**config.mk**
```make
export PLATFORM = sky130hd
export DESIGN_NAME = alm_b_match
export DESIGN_NICKNAME = d
export VERILOG_FILES = /design/src/alm_b_pkg.sv /design/src/alm_b_match.sv
export SDC_FILE = /design/constraint.sdc
export NUM_CORES = 1
export LEC_CHECK = 0
export BUFFER_PORTS_ARGS = -buffer_cell sky130_fd_sc_hd__buf_4
export CAP_MARGIN = 0
export CORE_ASPECT_RATIO = 0.5
export CORE_MARGIN = 2
export CORE_UTILIZATION = 45
export DETAILED_ROUTE_END_ITERATION = 10
export PLACE_DENSITY = 0.69
export SYNTH_ARGS = -nofsm -noshare
export SYNTH_HDL_FRONTEND = slang
export SYNTH_SLANG_ARGS = --single-unit
```
**constraint.sdc**
```tcl
create_clock -name sys_clk -period 3.9 [get_ports sys_clk]
set_input_delay 0.195 -clock sys_clk [delete_from_list [all_inputs] [get_ports sys_clk]]
set_output_delay 0.195 -clock sys_clk [all_outputs]
set_load 0.1 [all_outputs]
```
**src/alm_b_pkg.sv**
```systemverilog
// Constants for the second alarm: register indices, fields, reset values, timing
`default_nettype none
package alm_b_pkg;
	// ----------------------------------------------------------------
	// Register indices (word address on the bus)
	// ----------------------------------------------------------------
	localparam logic [5:0] IDX_SUBSEC  = 6'h12;
	localparam logic [5:0] IDX_SEC     = 6'h13;
	localparam logic [5:0] IDX_MIN     = 6'h14;
	localparam logic [5:0] IDX_HOUR    = 6'h15;
	localparam logic [5:0] IDX_DAYCTL  = 6'h16;
	localparam logic [5:0] IDX_DATE    = 6'h17;
	localparam logic [5:0] IDX_MONTH   = 6'h20;
	// ----------------------------------------------------------------
	// Writable bit masks and reset values
	// ----------------------------------------------------------------
	localparam logic [7:0] MASK_SUBSEC = 8'hff;
	localparam logic [7:0] MASK_SEC    = 8'h7f;
	localparam logic [7:0] MASK_MIN    = 8'h7f;
	localparam logic [7:0] MASK_HOUR   = 8'h7f;
	localparam logic [7:0] MASK_DATE   = 8'h3f;
	localparam logic [7:0] MASK_MONTH  = 8'h1f;
	localparam logic [7:0] RST_VALUE   = 8'h00;
	// ----------------------------------------------------------------
	// Field positions
	// ----------------------------------------------------------------
	localparam int BIT_OUT_SEL  = 7;
	localparam int BIT_COND_HI  = 6;
	localparam int BIT_COND_LO  = 4;
	localparam int BIT_FLAG     = 3;
	localparam int BIT_DAY_HI   = 2;
	localparam int BIT_FMT12    = 6;
	localparam int BIT_PM       = 5;
	// ----------------------------------------------------------------
	// Match-condition codes
	// ----------------------------------------------------------------
	localparam logic [2:0] COND_SEC   = 3'h0;
	localparam logic [2:0] COND_MIN   = 3'h1;
	localparam logic [2:0] COND_HOUR  = 3'h2;
	localparam logic [2:0] COND_DAY   = 3'h3;
	localparam logic [2:0] COND_DATE  = 3'h4;
	localparam logic [2:0] COND_ALL   = 3'h7;
	// ----------------------------------------------------------------
	// Timing
	// ----------------------------------------------------------------
	localparam int CLK_HZ          = 25000000;
	localparam int WDO_PULSE_MS    = 122;
	localparam int WDO_PULSE_CYC   = (CLK_HZ / 1000) * WDO_PULSE_MS;
endpackage : alm_b_pkg
`default_nettype wire

```
**src/alm_b_match.sv**
```systemverilog
// Second alarm: compare registers, match logic, sticky flag and pin drive
//
// Overview of operation
// - With the output select bit clear the alarm is shown on the interrupt pin only.
// - With the output select bit set an alarm drives the watchdog pin low for a 122 ms pulse.
// - The three-bit condition code chooses seconds, minutes, hours, day, date or all fields.
// - Hours matching compares true hours, honouring 12/24 format and the AM/PM bit.
// - Day matching fires once at 12:00:00 AM of the matching weekday.
// - Code 111 fires only when subseconds, seconds, minutes, hour, day, date and month all match.
// - Hardware sets the event flag on every alarm and it stays set until cleared.
// - The compare set includes tenths and hundredths of seconds.
//
// Design decision made here: the Avalon-MM interface to the registers.
`timescale 1ns/1ns
`default_nettype none
module alm_b_match #(
	parameter int PULSE_CYCLES = alm_b_pkg::WDO_PULSE_CYC
) (
	input  wire logic        sys_clk,
	input  wire logic        sys_rst,
	input  wire logic [5:0]  avs_address,
	input  wire logic        avs_read,
	input  wire logic        avs_write,
	input  wire logic [31:0] avs_writedata,
	output logic      [31:0] avs_readdata,
	output logic             avs_waitrequest,
	input  wire logic [7:0]  cur_subsec,
	input  wire logic [7:0]  cur_sec,
	input  wire logic [7:0]  cur_min,
	input  wire logic [7:0]  cur_hour,
	input  wire logic [2:0]  cur_day,
	input  wire logic [7:0]  cur_date,
	input  wire logic [7:0]  cur_month,
	output logic             irq_pin_out,
	output logic             irq_pin_oe,
	output logic             watchdog_output_pin_out,
	output logic             watchdog_output_pin_oe
);
	// ----------------------------------------------------------------
	// Helpers
	// ----------------------------------------------------------------
	// Converts a BCD hour byte in either format to a 0..23 binary hour
	function automatic logic [4:0] alm_b_to_h24(input logic [7:0] h);
		logic [4:0] units;
		logic [4:0] val;
		units = {1'b0, h[3:0]};
		val = 5'h00;
		if (h[alm_b_pkg::BIT_FMT12]) begin
			val = h[4] ? (units + 5'h0a) : units;
			if (val == 5'h0c)
				val = 5'h00;
			if (h[alm_b_pkg::BIT_PM])
				val = val + 5'h0c;
		end else begin
			val = units + (h[4] ? 5'h0a : 5'h00) + (h[5] ? 5'h14 : 5'h00);
		end
		return val;
	endfunction : alm_b_to_h24

	// ----------------------------------------------------------------
	// Compare registers
	// ----------------------------------------------------------------
	logic [7:0]  subsec_r;
	logic [7:0]  sec_r;
	logic [7:0]  min_r;
	logic [7:0]  hour_r;
	logic [7:0]  dayctl_r;
	logic [7:0]  date_r;
	logic [7:0]  month_r;
	logic        ack_r;
	logic [31:0] rdata_r;
	logic        match_prev_r;
	logic [31:0] pulse_cnt_r;

	wire         req        = avs_read | avs_write;
	wire         wr_go      = avs_write & ack_r;
	wire [7:0]   wbyte      = avs_writedata[7:0];
	wire         out_sel    = dayctl_r[alm_b_pkg::BIT_OUT_SEL];
	wire [2:0]   match_cond = dayctl_r[alm_b_pkg::BIT_COND_HI:alm_b_pkg::BIT_COND_LO];
	wire         event_flag = dayctl_r[alm_b_pkg::BIT_FLAG];

	// Bus answers one cycle after a request is seen
	assign avs_waitrequest = req & ~ack_r;
	assign avs_readdata    = rdata_r;

	// ----------------------------------------------------------------
	// Read selection
	// ----------------------------------------------------------------
	logic [7:0] rd_byte;
	always_comb begin
		case (avs_address)
			alm_b_pkg::IDX_SUBSEC: rd_byte = subsec_r;
			alm_b_pkg::IDX_SEC:    rd_byte = sec_r;
			alm_b_pkg::IDX_MIN:    rd_byte = min_r;
			alm_b_pkg::IDX_HOUR:   rd_byte = hour_r & alm_b_pkg::MASK_HOUR;
			alm_b_pkg::IDX_DAYCTL: rd_byte = dayctl_r;
			alm_b_pkg::IDX_DATE:   rd_byte = date_r;
			alm_b_pkg::IDX_MONTH:  rd_byte = month_r;
			default:               rd_byte = 8'h00;
		endcase
	end

	// ----------------------------------------------------------------
	// Field comparisons
	// ----------------------------------------------------------------
	wire        hit_sub   = (cur_subsec == subsec_r);
	wire        hit_sec   = (cur_sec[6:0] == sec_r[6:0]);
	wire        hit_min   = (cur_min[6:0] == min_r[6:0]);
	wire        hit_hour  = (alm_b_to_h24(cur_hour) == alm_b_to_h24(hour_r));
	wire        hit_day   = (cur_day == dayctl_r[alm_b_pkg::BIT_DAY_HI:0]);
	wire        hit_date  = (cur_date[5:0] == date_r[5:0]);
	wire        hit_month = (cur_month[4:0] == month_r[4:0]);
	wire        midnight  = (alm_b_to_h24(cur_hour) == 5'h00) && (cur_min[6:0] == 7'h00)
		&& (cur_sec[6:0] == 7'h00) && (cur_subsec == 8'h00);

	logic match_now;
	always_comb begin
		case (match_cond)
			alm_b_pkg::COND_SEC:  match_now = hit_sec & hit_sub;
			alm_b_pkg::COND_MIN:  match_now = hit_min;
			alm_b_pkg::COND_HOUR: match_now = hit_hour;
			alm_b_pkg::COND_DAY:  match_now = hit_day & midnight;
			alm_b_pkg::COND_DATE: match_now = hit_date;
			alm_b_pkg::COND_ALL:  match_now = hit_sub & hit_sec & hit_min & hit_hour
				& hit_day & hit_date & hit_month;
			default:              match_now = 1'b0;
		endcase
	end

	// One event per entry into the matching state
	wire alarm_evt = match_now & ~match_prev_r;

	// ----------------------------------------------------------------
	// Bus handshake and registers
	// ----------------------------------------------------------------
	always_ff @(posedge sys_clk) begin
		if (sys_rst) begin
			ack_r   <= 1'b0;
			rdata_r <= 32'h0000_0000;
		end else begin
			ack_r <= req & ~ack_r;
			if (req & ~ack_r)
				rdata_r <= {24'h00_0000, rd_byte};
		end
	end

	// Compare registers with masked writes
	always_ff @(posedge sys_clk) begin
		if (sys_rst) begin
			subsec_r <= alm_b_pkg::RST_VALUE;
			sec_r    <= alm_b_pkg::RST_VALUE;
			min_r    <= alm_b_pkg::RST_VALUE;
			hour_r   <= alm_b_pkg::RST_VALUE;
			date_r   <= alm_b_pkg::RST_VALUE;
			month_r  <= alm_b_pkg::RST_VALUE;
		end else if (wr_go) begin
			if (avs_address == alm_b_pkg::IDX_SUBSEC)
				subsec_r <= wbyte & alm_b_pkg::MASK_SUBSEC;
			if (avs_address == alm_b_pkg::IDX_SEC)
				sec_r <= wbyte & alm_b_pkg::MASK_SEC;
			if (avs_address == alm_b_pkg::IDX_MIN)
				min_r <= wbyte & alm_b_pkg::MASK_MIN;
			if (avs_address == alm_b_pkg::IDX_HOUR)
				hour_r <= wbyte & alm_b_pkg::MASK_HOUR;
			if (avs_address == alm_b_pkg::IDX_DATE)
				date_r <= wbyte & alm_b_pkg::MASK_DATE;
			if (avs_address == alm_b_pkg::IDX_MONTH)
				month_r <= wbyte & alm_b_pkg::MASK_MONTH;
		end
	end

	// Day/control register; flag set by an alarm beats a clearing write
	wire dayctl_wr = wr_go & (avs_address == alm_b_pkg::IDX_DAYCTL);
	logic [7:0] dayctl_nxt;
	always_comb begin
		dayctl_nxt = dayctl_r;
		if (dayctl_wr) begin
			dayctl_nxt = wbyte;
			dayctl_nxt[alm_b_pkg::BIT_FLAG] = event_flag & wbyte[alm_b_pkg::BIT_FLAG];
		end
		if (alarm_evt)
			dayctl_nxt[alm_b_pkg::BIT_FLAG] = 1'b1;
	end

	always_ff @(posedge sys_clk) begin
		if (sys_rst) begin
			dayctl_r     <= alm_b_pkg::RST_VALUE;
			match_prev_r <= 1'b0;
		end else begin
			dayctl_r     <= dayctl_nxt;
			match_prev_r <= match_now;
		end
	end

	// ----------------------------------------------------------------
	// Output pins (open drain, pulled low when asserted)
	// ----------------------------------------------------------------
	// watchdog pulse timer
	always_ff @(posedge sys_clk) begin
		if (sys_rst)
			pulse_cnt_r <= 32'h0000_0000;
		else if (alarm_evt & out_sel)
			pulse_cnt_r <= 32'(PULSE_CYCLES);
		else if (pulse_cnt_r != 32'h0000_0000)
			pulse_cnt_r <= pulse_cnt_r - 32'h0000_0001;
	end

	assign irq_pin_out             = 1'b0;
	assign irq_pin_oe              = event_flag & ~out_sel;
	assign watchdog_output_pin_out = 1'b0;
	assign watchdog_output_pin_oe  = (pulse_cnt_r != 32'h0000_0000);
endmodule : alm_b_match
`default_nettype wire

```
==> qor.csv, run 1 <==
stage;metric;value;unit
synth;synth cell count leaders;dfxtp_1 (90), nor2_1 (81), mux2i_1 (52);
timing;fin crit share;90.9;%
routing;DRT Wirelength;12.7;mm
floorplan;die area;12600;µm²
timing;Least-Margin Pin Slew;0.959;ns
timing;post-route minimum period;3.54;ns
synth;most common cell in the netlist;dfxtp_1;
clock_tree;cts-stage hold buffer count;0;
synth;Syn Inst Count;594;
global_route;vias in the first global route;4082;
critical_path;Setup CP Type;input pin to flop;
synth;synth warn;0;
global_route;global-route wire length before repair;20.6;mm
floorplan;Die Wd;157;µm
timing;Fin. Hold Viols;0;
pwr;Leak Pwr;2.65;nW
global_route;met3 usage;3.83;%
cells_and_area;Area growth syn-to-layout;16.3;%
critical_path;worst flop-to-flop path startpoint;hour_r[4]$_SDFFE_PP0P_;
synth;top-area cell type share of the netlist area;34.2;%
timing;fmax;282;MHz
floorplan;core area;11200;µm²
critical_path;CP arrival;3.72;ns
clock_tree;Clk Latency, worst-skew pair;0.34;ns
global_route;Tot GR Track Use;20.9;%
floorplan;IO Pins;130;
routing;vias per inst;5.38;
routing;DRT Pass-1 Iters;4;
flow_run;maxcap violations;0;
critical_path;Critical Path Start;cur_hour[1];
routing;Vias;4357;
routing;post-route ant nets;0;
critical_path;Critical Path Fanout Max;24;
floorplan;standard-cell rows;27;
synth;leading area contributor after synthesis;dfxtp_1;
synth;Post-synth EDFFs;0;
synth;register area share after synthesis;34.2;%
cells_and_area;# diodes;0;
global_route;largest net degree at the start of global routing;92;
global_route;GR met2 Demand/Resource;34.7;%
floorplan;die height;80.5;µm
critical_path;endpoint type of the worst setup path;flop;
synth;Post-Syn Area per Cell;8.87;µm²
global_route;initial antenna violation count;0;
synth;synth unique cells;57;
global_route;total global routing overflow;0;
timing;max-slew violation count;0;
min_path;HP Start;avs_writedata[7];
critical_path;CP startpoint kind;input pin;
critical_path;Reg2Reg Depth;11;
synth;Post-Synthesis Cell Area;5270;µm²
timing;RSZ-0062 raised after global routing;no;
clock_tree;Num CTS Buffers;9;
routing;DR iter-0 viols;354;
cells_and_area;share of cells above drive strength 1;16.9;%
min_path;Min-Delay Path Class;input pin to flop;
clock_tree;Post-CTS Setup Repair Bufs;0;
synth;Async SR Flop Fraction;0;%
global_route;Most Used Layer, Global Route;met2;
routing;Routed WL per cell;15.7;µm
timing;post-route setup TNS;0;ns
clock_tree;Clock Tree Buf Depth;2;
clock_tree;CTS clk-pin slew, worst paths;0.06;ns
clock_tree;post_cts resized;0;
routing;DR DRC count;0;
floorplan;Starting Density;47.1;%
pwr;Peak VDD IR;415;µV
timing;final clock skew;0.00528;ns
pwr;PD cells;528;nW/µm²
critical_path;Reg2Reg Setup Slack;0.51;ns
timing;setup violators final;0;
clock_tree;TritonCTS clock tree;done;
global_route;GR Layer Usage met1;28.3;%
synth;Seq cells post-synth;90;
clock_tree;Root Driver;clkbuf_16;
place;post-DP HPWL;9.21;mm
place;RePlAce Congestion;0.879;
synth;top cells by area, synth;dfxtp_1 (34%), mux2i_1 (9.9%), xnor2_1 (7.1%);
clock_tree;clock sink total;90;
place;Buffers on Ports;71;
run_status;status;finished clean;
pwr;total power;3.24;mW
clock_tree;H-tree depth;3;
cells_and_area;Layout Nets;753;
min_path;Hold Path Stages;3;
timing;Slew headroom;36.1;%
synth;ys flop type;dfxtp_1;
critical_path;WP data required;4.08;ns
[per-layer routing]
layer / vias to the layer above / wire length, µm
li1: 2148 / -
met1: 2083 / 5970
met2: 111 / 5870
met3: 15 / 713
met4: 0 / 141
met5: - / 0
[worst max-delay path: stages]
cell and delay, ns:
buf_4 0.13, ha_1 0.30, or4b_1 0.51, and3_1 0.18, o22ai_1 0.21, ha_1 0.26, or3_1 0.34, o311a_1 0.16
xor2_1 0.17, or4_1 0.64, a211oi_2 0.34, buf_12 0.21, nor3_1 0.07
[worst paths after layout]
kind                                  end
max reg2reg  pulse_cnt_r[24]$_SDFFE_PP0P_
max          pulse_cnt_r[24]$_SDFFE_PP0P_
min reg2reg        date_r[1]$_SDFFE_PP0P_
min              subsec_r[7]$_SDFFE_PP0P_
[metrics by stage]
step	cells	util, %	hold WS (ns)	area, µm²	worst slack (ns)
2_1_floorplan	619	-	0.335	5360	0.288
3_3_place_gp	795	51.9	0.449	5810	0.0675
3_5_place_dp	795	51.9	0.450	5810	0.0296
4_1_cts	810	54.8	0.110	6130	0.372
5_1_grt	810	54.8	0.133	6130	0.217
6_report	810	54.8	0.112	6130	0.357
[area by class of cell]
cell class              instances  area (µm²)
inverters                      12        45.0
clock inverters                 4        76.3
multi-input cells             460        3190
clock buffers                  11         243
repair buffers                 74         568
flip-flops and latches         90        1800
fillers                      1031        5060
well taps                     159         199
[power breakdown]
group          total [mW]  switching [mW]  internal (mW)
combinational        1.16           0.651          0.508
clock               0.924           0.347          0.576
sequential           1.15           0.111           1.04
[sequential cells by signal, indices dropped and copies added, names as in the netlist]
| name | count |
|---|---|
| min_r | 7 |
| match_prev_r | 1 |
| avs_readdata | 8 |
| month_r | 5 |
| subsec_r | 8 |
| date_r | 6 |
| pulse_cnt_r | 32 |
| sec_r | 7 |
| ack_r | 1 |
| dayctl_r | 8 |
| hour_r | 7 |
[layout by cell type (no fill, tap or decap), types with 7 or more instances in the layout]
cell | netlist | final
dfxtp_1 | 90 | 90
nor2_1 | 81 | 81
buf_4 | 26 | 73
mux2i_1 | 52 | 52
xnor2_1 | 43 | 43
nor3_1 | 40 | 40
xor2_1 | 32 | 32
conb_1 | 1 | 26
nand2_1 | 23 | 23
a21oi_1 | 19 | 19
nor4_1 | 18 | 18
inv_1 | 12 | 12
ha_1 | 11 | 11
o22ai_1 | 10 | 10
clkbuf_16 | 0 | 9
nand3_1 | 8 | 8
nand4_1 | 7 | 7
a221oi_1 | 7 | 7
[logic make-up after synthesis]
logic type,share of synthesized area (%)
muxes,13.1
DFF,34.2
and+or+nand+nor,21.4
xor gates and xnor gates,12.8
other,0.0712
AOI/OAI and AO/OA,8.17
buffers and inverters,6.96
adders and majority gates,3.37
Power figures use the tool's default switching activity.
==> inputs of run 2 (changes only) <==
--- a/config.mk
+++ b/config.mk
@@ -12,6 +12,7 @@
 export CORE_UTILIZATION = 45
 export DETAILED_ROUTE_END_ITERATION = 10
 export PLACE_DENSITY = 0.69
+export RECOVER_POWER = 100
 export SYNTH_ARGS = -nofsm -noshare
 export SYNTH_HDL_FRONTEND = slang
 export SYNTH_SLANG_ARGS = --single-unit
==> qor.csv, run 2 (synthesized netlist as in run 1, its figures left out) <==
stage;metric;value;unit;change
run_status;status;finished clean;;unchanged
place;DP Area;5810;µm²;unchanged
critical_path;worst flop-to-flop path startpoint;hour_r[4]$_SDFFE_PP0P_;;unchanged
floorplan;Starting Density;47.1;%;unchanged
flow_run;maxcap violations;0;;unchanged
routing;DR iter-0 viols;351;;was 354
global_route;global-route wire length before repair;20.6;mm;unchanged
critical_path;Critical Path Fanout Max;24;;unchanged
clock_tree;clock sink total;90;;unchanged
global_route;total global routing overflow;0;;unchanged
critical_path;Reg2Reg Depth;11;;unchanged
cells_and_area;fillers;1043;;was 1031
global_route;vias in the first global route;4082;;unchanged
timing;fmax;281;MHz;was 282 MHz
min_path;HP Start;avs_writedata[7];;unchanged
clock_tree;post_cts resized;0;;unchanged
global_route;initial antenna violation count;0;;unchanged
cells_and_area;Reg with most FFs;pulse_cnt_r;;unchanged
global_route;Tot GR Track Use;20.9;%;unchanged
critical_path;Buf+Inv Stages, Crit Path;2;;unchanged
global_route;largest net degree at the start of global routing;92;;unchanged
floorplan;die height;80.5;µm;unchanged
routing;vias per inst;5.40;;was 5.38
routing;DR DRC count;0;;unchanged
cells_and_area;# diodes;0;;unchanged
timing;max-slew violation count;0;;unchanged
routing;DRT Wirelength;12.7;mm;about the same
routing;DRT Pass-1 Iters;4;;unchanged
critical_path;crit-path leading delay family;simple AND/OR/NAND/NOR gates;;unchanged
timing;final clock skew;0.00481;ns;was 0.00528 ns
clock_tree;Post-CTS Setup Repair Bufs;0;;unchanged
clock_tree;Num CTS Buffers;9;;unchanged
pwr;PD cells;531;nW/µm²;was 528 nW/µm²
timing;WHS;0.114;ns;was 0.112 ns
critical_path;critical path's slowest cell;or4_1;;unchanged
floorplan;die area;12600;µm²;unchanged
floorplan;IO Pins;130;;unchanged
timing;fin crit share;91.2;%;was 90.9%
timing;setup violators final;0;;unchanged
clock_tree;TritonCTS clock tree;done;;unchanged
timing;Fin. Hold Viols;0;;unchanged
critical_path;Critical Path, Cell by Cell;clkbuf_1 > ha_1 > or4b_1 > and3_1 > o22ai_1 > ha_1 > or3_1 > o311a_1 > xor2_1 > or4_1 > a211oi_2 > buf_12 > nor3_1;;was buf_4 > ha_1 > or4b_1 > and3_1 > o22ai_1 > ha_1 > or3_1 > o311a_1 > xor2_1 > or4_1 > a211oi_2 > buf_12 > nor3_1
routing;post-route ant nets;0;;unchanged
floorplan;standard-cell rows;27;;unchanged
cells_and_area;Finished Cell Area;6080;µm²;was 6130 µm²
timing;Slew headroom;22.0;%;was 36.1%
clock_tree;Clock Tree Buf Depth;2;;unchanged
timing;Least-Margin Pin Slew;1.18;ns;was 0.959 ns
clock_tree;H-tree depth;3;;unchanged
cells_and_area;Largest register FFs;32;;unchanged
place;RePlAce Congestion;0.879;;unchanged
routing;Vias;4373;;was 4357
cells_and_area;Layout Nets;753;;unchanged
cells_and_area;Multi-input gate area;3190;µm²;unchanged
pwr;Leak Pwr;2.60;nW;was 2.65 nW
critical_path;endpoint type of the worst setup path;flop;;unchanged
cells_and_area;register area;1800;µm²;unchanged
cells_and_area;most frequent cells in the layout;dfxtp_1 (90), nor2_1 (81), buf_4 (59), mux2i_1 (52), xnor2_1 (43);;was dfxtp_1 (90), nor2_1 (81), buf_4 (73), mux2i_1 (52), xnor2_1 (43)
critical_path;CP Depth;13;;unchanged
timing;post-route setup TNS;0;ns;unchanged
min_path;Hold Path Stages;3;;unchanged
critical_path;Setup CP Type;input pin to flop;;unchanged
critical_path;CP most frequent cell;ha_1;;unchanged
cells_and_area;Finished Core Util;54.4;%;was 54.8%
clock_tree;CTS clk-pin slew, worst paths;0.06;ns;about the same
critical_path;CP startpoint kind;input pin;;unchanged
cells_and_area;most common cell after layout, fill and taps aside;dfxtp_1;;unchanged
pwr;Peak VDD IR;403;µV;was 415 µV
min_path;Min-Delay Path Class;input pin to flop;;unchanged
critical_path;Critical Path Start;cur_hour[1];;unchanged
place;post-DP HPWL;9.21;mm;unchanged
clock_tree;cts-stage hold buffer count;0;;unchanged
clock_tree;Clk Latency, worst-skew pair;0.34;ns;about the same
clock_tree;Root Driver;clkbuf_16;;unchanged
critical_path;CP arrival;3.74;ns;was 3.72 ns
floorplan;Die Wd;157;µm;unchanged
critical_path;max incr delay on CP;0.64;ns;about the same
cells_and_area;share of cells above drive strength 1;14.9;%;was 16.9%
critical_path;WP data required;4.08;ns;about the same
routing;Routed WL per cell;15.6;µm;was 15.7 µm
timing;post-route minimum period;3.56;ns;was 3.54 ns
place;Buffers on Ports;71;;unchanged
pwr;total power;3.23;mW;was 3.24 mW
floorplan;core area;11200;µm²;unchanged
timing;RSZ-0062 raised after global routing;no;;unchanged
cells_and_area;Area growth syn-to-layout;15.4;%;was 16.3%
## run 2: changes by cell type in the layout (fill, tap and decap cells not counted), sizes merged
cell / delta
clkbuf: +14
buf: -14
## run 2: tightest hold or removal path, stage by stage
cell	delay [ns]
buf_4	0.08
mux2i_1	0.06
nor2_1	0.07
## run 2: final timing paths
check / to / slack, ns
worst max register to register: pulse_cnt_r[24]$_SDFFE_PP0P_ / 0.51
worst min-delay path: subsec_r[7]$_SDFFE_PP0P_ / 0.11
worst max-delay path: pulse_cnt_r[24]$_SDFFE_PP0P_ / 0.34
worst min register to register: date_r[1]$_SDFFE_PP0P_ / 0.49
## run 2: layer usage
metal	up-vias	GRT usage (%)	part of all wire [%]
li1	2147	-	-
met1	2092	28.3	47
met2	117	34.7	46
met3	17	3.83	5.2
met4	0	5.23	1.3
met5	-	0	0
## run 2: area by class of cell
type	instances	area share [%]
multi-input combinational	460	52.5
tap	159	3.27
timing repair buffer	74	8.60
inverter	12	0.741
clock buffer	11	3.99
clock inverter	4	1.26
sequential	90	29.6
## run 2: per-stage QoR
stage | instances | setup slack [ns]
final | 810 | 0.344
after detailed placement | 795 | 0.0296
after global placement | 795 | 0.0675
after global routing | 810 | 0.201
after CTS | 810 | 0.372
after floorplan | 619 | 0.288
## run 2: power breakdown
part	switching (mW)	internal, mW	leakage, nW	total [mW]
sequential	0.111	1.04	0.729	1.15
combinational	0.652	0.500	1.72	1.15
clock	0.347	0.576	0.152	0.924
==> inputs of run 3 (changes only) <==
--- a/config.mk
+++ b/config.mk
@@ -9,9 +9,9 @@
 export CAP_MARGIN = 0
 export CORE_ASPECT_RATIO = 0.5
 export CORE_MARGIN = 2
-export CORE_UTILIZATION = 45
+export CORE_UTILIZATION = 49
 export DETAILED_ROUTE_END_ITERATION = 10
-export PLACE_DENSITY = 0.69
+export PLACE_DENSITY = 0.74
 export RECOVER_POWER = 100
 export SYNTH_ARGS = -nofsm -noshare
 export SYNTH_HDL_FRONTEND = slang
==> qor.csv, run 3 (synthesized netlist as in run 1, its figures left out) <==
stage;metric;value;unit;change
global_route;global-route wire length before repair;20.9;mm;was 20.6 mm
cells_and_area;Largest register FFs;32;;unchanged
clock_tree;cts-stage hold buffer count;0;;unchanged
pwr;PD cells;539;nW/µm²;was 531 nW/µm²
clock_tree;Post-CTS Setup Repair Bufs;0;;unchanged
critical_path;Critical Path Start;cur_hour[4];;was cur_hour[1]
timing;Slew headroom;22.1;%;was 22.0%
global_route;initial antenna violation count;0;;unchanged
clock_tree;Root Driver;clkbuf_16;;unchanged
pwr;total power;3.27;mW;was 3.23 mW
critical_path;reg2reg end;pulse_cnt_r[10]$_SDFFE_PP0P_;;was pulse_cnt_r[24]$_SDFFE_PP0P_
timing;post-route setup TNS;0;ns;unchanged
timing;fmax;281;MHz;about the same
cells_and_area;Finished Core Util;58.5;%;was 54.4%
pwr;Leak Pwr;2.61;nW;was 2.60 nW
critical_path;Reg2Reg Depth;11;;unchanged
critical_path;CP arrival;3.74;ns;about the same
critical_path;Critical Path Fanout Max;13;;was 24
cells_and_area;Layout Nets;753;;unchanged
timing;Fin. Hold Viols;0;;unchanged
timing;setup violators final;0;;unchanged
run_status;status;finished clean;;unchanged
routing;Routed WL per cell;16.2;µm;was 15.6 µm
place;RePlAce Congestion;0.895;;was 0.879
cells_and_area;# diodes;0;;unchanged
global_route;largest net degree at the start of global routing;92;;unchanged
cells_and_area;Reg with most FFs;pulse_cnt_r;;unchanged
routing;vias per inst;5.61;;was 5.40
critical_path;WP data required;4.09;ns;was 4.08 ns
critical_path;endpoint type of the worst setup path;flop;;unchanged
routing;Vias;4430;;was 4373
clock_tree;post_cts resized;0;;unchanged
floorplan;die height;77.3;µm;was 80.5 µm
timing;post-route minimum period;3.55;ns;was 3.56 ns
routing;post-route ant nets;0;;unchanged
critical_path;worst flop-to-flop path startpoint;hour_r[4]$_SDFFE_PP0P_;;unchanged
clock_tree;TritonCTS clock tree;done;;unchanged
floorplan;core area;10300;µm²;was 11200 µm²
min_path;Min-Delay Path Class;input pin to flop;;unchanged
place;post-DP HPWL;9.14;mm;was 9.21 mm
timing;RSZ-0062 raised after global routing;no;;unchanged
critical_path;Setup CP Type;input pin to flop;;unchanged
timing;final clock skew;0.00840;ns;was 0.00481 ns
floorplan;die area;11600;µm²;was 12600 µm²
min_path;Hold Path Stages;3;;unchanged
critical_path;CP Capture Point;pulse_cnt_r[10]$_SDFFE_PP0P_;;was pulse_cnt_r[24]$_SDFFE_PP0P_
clock_tree;Clk Latency, worst-skew pair;0.35;ns;was 0.34 ns
clock_tree;Clock Tree Buf Depth;2;;unchanged
critical_path;CP startpoint kind;input pin;;unchanged
global_route;vias in the first global route;4245;;was 4082
cells_and_area;most common cell after layout, fill and taps aside;dfxtp_1;;unchanged
timing;fin crit share;91.2;%;about the same
clock_tree;Num CTS Buffers;9;;unchanged
cells_and_area;most frequent cells in the layout;dfxtp_1 (90), nor2_1 (81), buf_4 (61), mux2i_1 (52), xnor2_1 (43);;was dfxtp_1 (90), nor2_1 (81), buf_4 (59), mux2i_1 (52), xnor2_1 (43)
flow_run;maxcap violations;0;;unchanged
cells_and_area;share of cells above drive strength 1;15.1;%;was 14.9%
clock_tree;clock sink total;90;;unchanged
clock_tree;CTS clk-pin slew, worst paths;0.06;ns;about the same
timing;max-slew violation count;0;;unchanged
routing;DRT Wirelength;12.8;mm;was 12.7 mm
clock_tree;H-tree depth;3;;unchanged
pwr;Peak VDD IR;430;µV;was 403 µV
place;Buffers on Ports;71;;unchanged
routing;DR DRC count;0;;unchanged
global_route;Tot GR Track Use;22.7;%;was 20.9%
timing;Least-Margin Pin Slew;1.17;ns;was 1.18 ns
critical_path;Reg2Reg Setup Slack;0.42;ns;was 0.51 ns
cells_and_area;Area growth syn-to-layout;15.0;%;was 15.4%
floorplan;standard-cell rows;26;;was 27
floorplan;Die Wd;151;µm;was 157 µm
floorplan;Starting Density;50.9;%;was 47.1%
routing;DR iter-0 viols;283;;was 351
floorplan;IO Pins;130;;unchanged
global_route;total global routing overflow;0;;unchanged
routing;DRT Pass-1 Iters;5;;was 4
## run 3: changes by cell type in the layout (fill, tap and decap cells not counted), sizes merged
cell,delta
buf,+1
clkinv,-1
clkinvlp,-1
## run 3: how the worst min path moves through the flow
stage | slack, ns | end | startpoint
finish | 0.11 | dayctl_r[7]$_SDFFE_PP0P_ | avs_writedata[7]
global route | 0.12 | dayctl_r[7]$_SDFFE_PP0P_ | avs_writedata[7]
CTS | 0.11 | dayctl_r[7]$_SDFFE_PP0P_ | avs_writedata[7]
detailed placement | 0.46 | dayctl_r[7]$_SDFFE_PP0P_ | avs_writedata[7]
global placement | 0.45 | dayctl_r[7]$_SDFFE_PP0P_ | avs_writedata[7]
floorplan | 0.34 | date_r[0]$_SDFFE_PP0P_ | avs_writedata[0]
## run 3: critical path: stages
cell      delay, ns
buf_4          0.15
ha_1           0.28
or4b_1         0.50
and3_1         0.18
o22ai_1        0.22
ha_1           0.27
or3_1          0.34
o311a_1        0.17
xor2_1         0.17
or4_1          0.64
a211oi_2       0.32
buf_4          0.24
nor3_1         0.07
## run 3: stage by stage
step | hold WS, ns | setup WS, ns | instance area (µm²) | std cells
2_1_floorplan | 0.335 | 0.288 | 5360 | 619
3_3_place_gp | 0.450 | 0.0459 | 5770 | 776
3_5_place_dp | 0.457 | 0.0194 | 5770 | 776
4_1_cts | 0.114 | 0.372 | 6100 | 790
5_1_grt | 0.120 | 0.170 | 6060 | 790
6_report | 0.113 | 0.345 | 6060 | 790
## run 3: final cells by class
cell class	instances	area (µm²)
tap	140	175
multi-input combinational	460	3190
inverter	12	45.0
clock inverter	2	60.1
clock buffer	12	267
sequential	90	1800
timing repair buffer	74	514
fill	924	4290
## run 3: metal layers
layer,track usage (%),share of wire [%],vias up
met2,37.1,46,164
met4,7.57,2.3,0
met3,5.24,7.9,29
met1,29.6,44,2087
met5,0,0,-
li1,-,-,2150
## run 3: power breakdown
part	total, mW	internal [mW]	switching [mW]
logic	1.16	0.501	0.660
registers	1.15	1.04	0.110
clock network	0.950	0.606	0.344
total	3.27	2.15	1.11
